$ cat src/logic/diag_status_pkg.sv
// How it works
// Status word sent whenever its content changes
// Class 0 error sets status bit 7
// Class 1..4 error sets status bit 13
// Bits 0-6 show the operating state flags
// Bits 8-15 show halt, remote, motion flags
// Two latched error words readable over fieldbus
// Warning word: 32-bit record, 1 means activated
// Fault reset clears all warning bits; a bit whose source is active in the same cycle stays set
// Warning bits 10, 13 self-clear when cause gone
// Warning bits 0,2,4,5,6,8 mapped as listed
// Warning bits 10,13,16,17,18 mapped as listed
// Warning bits 20-23 flag option modules
// Warning bit 28 brake I2t, 31 motor I2t
// Signal word bit 30 start-up, 31 system error
// Reserved bits read zero, writes ignored
// Warning bit sets at once, holds until cleared
package diag_status_pkg;

    // Fieldbus register addresses
    localparam logic [15:0] ADDR_STATUS_WORD = 16'h1b04;
    localparam logic [15:0] ADDR_SIGNAL_WORD = 16'h1c10;
    localparam logic [15:0] ADDR_WARN_WORD   = 16'h1c18;

    // Status word field positions
    localparam int BIT_CLASS0_ERR  = 7;
    localparam int BIT_CLASS14_ERR = 13;

    // Warning word field positions and implemented-bit mask
    localparam int BIT_WARN_STO      = 10;
    localparam int BIT_WARN_LOW_VOLT = 13;
    localparam logic [31:0] WARN_VALID_MASK = 32'h90f7_2575;
    localparam logic [31:0] WARN_AUTO_CLEAR = 32'h0000_2400;

    // Signal word positions, mask and reset value
    localparam int BIT_SIG_STARTUP = 30;
    localparam int BIT_SIG_SYS_ERR = 31;
    localparam logic [31:0] SIG_VALID_MASK  = 32'hfcf7_ed7f;
    localparam logic [31:0] SIG_RESET_VALUE = 32'h4000_0000;

    // Operating state and motion flags from the drive core
    typedef struct packed {
        logic homing_valid;
        logic motion_ended;
        logic motion_error;
        logic mode_specific;
        logic internal_limit;
        logic target_reached;
        logic remote;
        logic halt_active;
        logic switch_on_disabled;
        logic quick_stop;
        logic voltage_enabled;
        logic fault;
        logic operation_enabled;
        logic switched_on;
        logic ready_to_switch_on;
    } drive_state_t;

    // Fieldbus read answer
    typedef struct packed {
        logic        valid;
        logic        err;
        logic [31:0] data;
    } rd_resp_t;

    typedef enum logic [1:0] {
        SEL_STATUS = 2'b00,
        SEL_SIGNAL = 2'b01,
        SEL_WARN   = 2'b10,
        SEL_NONE   = 2'b11
    } reg_sel_t;

endpackage

$ cat src/logic/drive_diag_status_regs.sv
`timescale 1ns/1ps
module drive_diag_status_regs
    import diag_status_pkg::*;
(
    input  wire logic         i_mclk,
    input  wire logic         i_rst,
    input  wire logic         i_ce,
    input  wire drive_state_t i_state,
    input  wire logic [31:0]  i_warn_src,
    input  wire logic [31:0]  i_sig_src,
    input  wire logic         i_sys_error,
    input  wire logic         i_fault_reset,
    input  wire logic         i_rd_en,
    input  wire logic [15:0]  i_rd_addr,
    input  wire logic         i_wr_en,
    output rd_resp_t          o_rd_resp,
    output logic              o_wr_refused,
    output logic [15:0]       o_status_word,
    output logic              o_status_tx
);

    logic [31:0]  warn_q;
    logic [31:0]  warn_d;
    logic [31:0]  sig_q;
    logic [31:0]  sig_d;
    logic [15:0]  status_d;
    logic [15:0]  status_q;
    logic         tx_q;
    rd_resp_t     resp_q;
    logic         wr_ref_q;
    reg_sel_t     sel;

    // Address decode shared by read path
    function automatic reg_sel_t decode(input logic [15:0] addr);
        case (addr)
            ADDR_STATUS_WORD: decode = SEL_STATUS;
            ADDR_SIGNAL_WORD: decode = SEL_SIGNAL;
            ADDR_WARN_WORD:   decode = SEL_WARN;
            default:          decode = SEL_NONE;
        endcase
    endfunction

    // Warning latch: set beats fault reset so no event is lost
    always_comb begin
        warn_d = warn_q;
        if (i_fault_reset) begin
            warn_d = 32'h0000_0000;
        end
        warn_d = (warn_d & ~WARN_AUTO_CLEAR) | (i_warn_src & WARN_VALID_MASK);
        warn_d = warn_d | (i_warn_src & WARN_AUTO_CLEAR);
        warn_d = warn_d & WARN_VALID_MASK;
    end

    always_ff @(posedge i_mclk or posedge i_rst) begin
        if (i_rst) begin
            warn_q <= 32'h0000_0000;
        end else if (i_ce) begin
            warn_q <= warn_d;
        end
    end

    // Signal latch; start-up bit comes from the reset constant
    always_comb begin
        sig_d = i_fault_reset ? 32'h0000_0000 : sig_q;
        sig_d = sig_d | (i_sig_src & SIG_VALID_MASK);
        sig_d[BIT_SIG_SYS_ERR] = sig_d[BIT_SIG_SYS_ERR] | i_sys_error;
        sig_d = sig_d & SIG_VALID_MASK;
    end

    always_ff @(posedge i_mclk or posedge i_rst) begin
        if (i_rst) begin
            sig_q <= SIG_RESET_VALUE;
        end else if (i_ce) begin
            sig_q <= sig_d;
        end
    end

    // Status word assembly; bit 13 merges motion error and class 1..4
    always_comb begin
        status_d[0]  = i_state.ready_to_switch_on;
        status_d[1]  = i_state.switched_on;
        status_d[2]  = i_state.operation_enabled;
        status_d[3]  = i_state.fault;
        status_d[4]  = i_state.voltage_enabled;
        status_d[5]  = i_state.quick_stop;
        status_d[6]  = i_state.switch_on_disabled;
        status_d[BIT_CLASS0_ERR] = |warn_q;
        status_d[8]  = i_state.halt_active;
        status_d[9]  = i_state.remote;
        status_d[10] = i_state.target_reached;
        status_d[11] = i_state.internal_limit;
        status_d[12] = i_state.mode_specific;
        status_d[BIT_CLASS14_ERR] = i_state.motion_error
            | (|(sig_q & ~SIG_RESET_VALUE));
        status_d[14] = i_state.motion_ended;
        status_d[15] = i_state.homing_valid;
    end

    // Event-driven send: one pulse per content change
    always_ff @(posedge i_mclk or posedge i_rst) begin
        if (i_rst) begin
            status_q <= 16'h0000;
            tx_q     <= 1'b0;
        end else if (i_ce) begin
            status_q <= status_d;
            tx_q     <= (status_d != status_q);
        end
    end

    assign sel = decode(i_rd_addr);

    // Read answer one cycle after the request; unmapped flags err
    always_ff @(posedge i_mclk or posedge i_rst) begin
        if (i_rst) begin
            resp_q <= '0;
        end else if (i_ce) begin
            resp_q.valid <= i_rd_en;
            resp_q.err   <= i_rd_en && (sel == SEL_NONE);
            case (sel)
                SEL_STATUS: resp_q.data <= {16'h0000, status_q};
                SEL_SIGNAL: resp_q.data <= sig_q;
                SEL_WARN:   resp_q.data <= warn_q;
                default:    resp_q.data <= 32'h0000_0000;
            endcase
        end
    end

    // All words are read-only; a write only earns a refusal
    always_ff @(posedge i_mclk or posedge i_rst) begin
        if (i_rst) begin
            wr_ref_q <= 1'b0;
        end else if (i_ce) begin
            wr_ref_q <= i_wr_en;
        end
    end

    assign o_rd_resp     = resp_q;
    assign o_wr_refused  = wr_ref_q;
    assign o_status_word = status_q;
    assign o_status_tx   = tx_q;
endmodule

$ cat config.mk
export PLATFORM = sky130hd
export DESIGN_NAME = drive_diag_status_regs
export DESIGN_NICKNAME = d
export VERILOG_FILES = /design/src/logic/diag_status_pkg.sv /design/src/logic/drive_diag_status_regs.sv
export SDC_FILE = /design/constraint.sdc
export NUM_CORES = 1
export LEC_CHECK = 0
export ABC_AREA = 1
export BUFFER_PORTS_ARGS = -buffer_cell sky130_fd_sc_hd__buf_2
export CORE_ASPECT_RATIO = 0.9
export CORE_UTILIZATION = 54
export CTS_BUF_LIST = sky130_fd_sc_hd__clkbuf_16
export DETAILED_ROUTE_END_ITERATION = 6
export GPL_TIMING_DRIVEN = 0
export PLACE_DENSITY = 0.86
export REMOVE_ABC_BUFFERS = 1
export SLEW_MARGIN = 25
export SYNTH_ARGS = -nofsm -noshare
export SYNTH_HDL_FRONTEND = slang
export SYNTH_SLANG_ARGS = --single-unit
export TNS_END_PERCENT = 1
$ cat constraint.sdc
create_clock -name i_mclk -period 6.77 [get_ports i_mclk]
set_input_delay 1.354 -clock i_mclk [delete_from_list [all_inputs] [get_ports i_mclk]]
set_output_delay 1.354 -clock i_mclk [all_outputs]
set_load 0.02 [all_outputs]
==> impl_metrics.csv <==
group,metric,value,unit
run_status,status,"complete, no violations",
yosys,ys_types,26,
timing,period_minus_slack,3.16,ns
cells_and_area,drive_gt1_share,23.1,%
clocking,clkSinkCount,92,
die,die_x,95.9,µm
route,drcViolationCount,0,
die,dieArea,8290,µm²
worst_setup_path,critPathSlowestCell,"buf_4",
clocking,cts_setup_buffers,0,
die,initial_core_util,56.2,%
worst_setup_path,startpoint_type,"primary input",
worst_setup_path,crit_type,"in -> reg",
die,core-area,7620,µm²
timing,final.period_utilization,46.7,%
yosys,ys_warn_count,0,
grt,track_usage,28.2,%
yosys,ys_ff_latch,92,
pwr,ir_worst_vdd,186,µV
cells_and_area,fillers,640,
place,dp_hpwl,7500,µm
clocking,cts_buffer_depth,2,
place,gp_congestion,0.817,
worst_setup_path,crit_chain,"buf_4, buf_12, inv_2, o21ai_0, nand3_1, nor2_1, nand3_1, nor2_1, nor2_1",
die,fp-row-count,30,
grt,antenna_found_initial,0,
route,ant_nets,0,
worst_setup_path,cpLargestDelayFamily,"buffers and inverters",
cells_and_area,layout.nets,763,
die,fp.dieH,86.5,µm
pwr,leakagePower,0.00294,µW
die,io_pins,154,
clocking,cts_tree,"done",
timing,fmax,316,MHz
run,cap_violations,0,
route,wl,10900,µm
route,drt_iter0_drc,214,
cells_and_area,antenna_cells,0,
worst_setup_path,path_common_cell,"nor2_1",
timing,relSlewSlack,34.5,%
clocking,cts_hold_buf,0,
grt,gr-total-overflow,0,
worst_setup_path,required,6.99,ns
yosys,synth_seq_area_share,53.8,%
worst_setup_path,slowest_delay,0.40,ns
clocking,clk_pin_slew,0.07,ns
worst_setup_path,r2r-end,"o_status_tx",
worst_setup_path,r2r_cells,9,
worst_setup_path,end_kind,"flip-flop",
worst_setup_path,worstPathArrival,3.39,ns
timing,setup_viol,0,
place,io_buffer_count,129,
clocking,worstSkewPairLatency,0.34,ns
route,dr_total_vias,4049,
hold_path,whs_path_depth,2,
worst_setup_path,crit_buf_inv,3,
route,routed_wire_length_per_instance,14.3,µm
hold_path,whs_endpoint,"o_rd_resp[10]",
worst_setup_path,cp_max_fo,52,
cells_and_area,syn2layout_area_growth,23.6,%
route,drt-pass1-iter-count,4,
yosys,synthesis.area,4280,µm²
clocking,cts_buffers,9,
grt,grt_pass1_wl,17700,µm
hold_path,holdCritStartpoint,"o_rd_resp[10]",
timing,hold_viol,0,
worst_setup_path,rrSetupSlack,5.39,ns
cells_and_area,fin_util,69.5,%
timing,timing.final.max_slew_violations,0,
clocking,ctsResizeCount,0,
worst_setup_path,r2r-start,"o_status_word[0]",
clocking,root_buffer,"clkbuf_16",
timing,setup_tns,0,ns
clocking,cts_htree_levels,3,
yosys,syn_avg_cell_area,7.92,µm²
timing,rsz0062_at_grt,"no",
pwr,power.density,240,nW/µm²
yosys,syn_inst,541,
route,vias_per_cell,5.31,
grt,grt_max_degree,55,
timing,finalClockSkew,0.00947,ns
grt,first_global_vias,3842,
timing,worst_pin_slew,0.982,ns
hold_path,min_path_type,"reg -> reg",
==> power by group <==
part,switching (µW),total (µW),internal (µW)
clock network,212,497,285
registers,25.2,614,589
logic,102,158,56.5
total,340,1270,930
==> registers in the layout, indices dropped and copies added (netlist names) <==
register	flops
o_status_tx	1
sig_q	26
o_rd_resp	31
warn_q	17
o_status_word	16
o_wr_refused	1
==> metal layers <==
layer | share of wire, % | global-route usage (%) | wire (µm)
met5 | 0 | 0 | 0
met4 | 1.5 | 8.68 | 159
met3 | 6.6 | 6.40 | 718
met2 | 49 | 47.3 | 5400
met1 | 43 | 36.4 | 4660
==> cells by family (layout without fill, tap and decap cells) <==
group,count (synthesis),in the layout,share of synthesized area (%)
simple gates,275,275,26.2
flops,92,92,53.8
buf+inv,85,208,7.98
compound gates,84,84,11.2
xor+xnor,4,4,0.818
other cells,1,3,0.0876
==> Yosys cell counts <==
cell type | count | share of area (%)
nor3_4 | 1 | 0.38
o31ai_2 | 1 | 0.29
xor2_1 | 2 | 0.41
nor4_1 | 1 | 0.15
nand3_1 | 28 | 3.3
o21ai_0 | 59 | 6.9
clkbuf_1 | 11 | 0.96
nor3_1 | 3 | 0.35
buf_4 | 4 | 0.70
xnor2_1 | 2 | 0.41
dfrtp_1 | 91 | 53
nand2_1 | 196 | 17
nand4_1 | 6 | 0.88
dfstp_2 | 1 | 0.61
buf_1 | 3 | 0.26
inv_1 | 60 | 5.3
nor2_1 | 36 | 3.2
o31ai_1 | 4 | 0.70
inv_2 | 1 | 0.088
or2_4 | 2 | 0.41
nand2_4 | 1 | 0.26
a22o_1 | 6 | 1.2
buf_2 | 6 | 0.70
o22ai_1 | 14 | 2.0
conb_1 | 1 | 0.088
nor2_2 | 1 | 0.15
==> placed cells by master, fill, tap and decap left out, drive strengths merged, types with 2 or more instances in the layout <==
master and count:
nand2 197, buf 131, dfrtp 91, inv 63, o21ai 59, nor2 37
nand3 28, o22ai 14, clkbuf 9, nand4 6, a22o 6, o31ai 5
nor3 4, conb 3, clkinvlp 3, or2 2, xnor2 2, xor2 2
==> tightest hold or removal path, stage by stage (launching register included) <==
cell     delay [ns]
dfrtp_1        0.34
nand2_1        0.05
nand2_1        0.05
==> worst max path at each step <==
stage / start / endpoint / slack [ns] / cells past startpoint
2_1_floorplan: i_rst / o_rd_resp[0] / 3.03 / 1
3_3_place_gp: i_rst / o_wr_refused / 2.02 / 2
3_5_place_dp: i_ce / o_status_tx / 3.29 / 9
4_1_cts: i_ce / o_status_tx / 3.64 / 9
5_1_grt: i_ce / o_status_tx / 3.43 / 9
6_report: i_ce / o_status_tx / 3.61 / 9
==> cell type report <==
| cell class | instances | area [µm²] | share of cell area (%) |
|---|---|---|---|
| flip-flops and latches | 92 | 2300 | 43.5 |
| multi-input cells | 366 | 1650 | 31.1 |
| repair buffers | 131 | 696 | 13.1 |
| inverters | 61 | 234 | 4.42 |
| clock buffers | 9 | 225 | 4.26 |
| well taps | 96 | 120 | 2.27 |
| clock inverters | 7 | 68.8 | 1.30 |
==> metrics by stage <==
step	worst slack, ns	instances	area [µm²]	hold slack, ns	power [µW]
2_1_floorplan	3.03	519	4180	0.464	706
5_1_grt	3.43	762	5290	0.497	1320
3_5_place_dp	3.29	746	5000	0.460	780
6_report	3.61	762	5290	0.472	1270
3_3_place_gp	2.02	744	4940	0.451	770
4_1_cts	3.64	762	5290	0.479	1280
(Power assumes the default switching activity.)
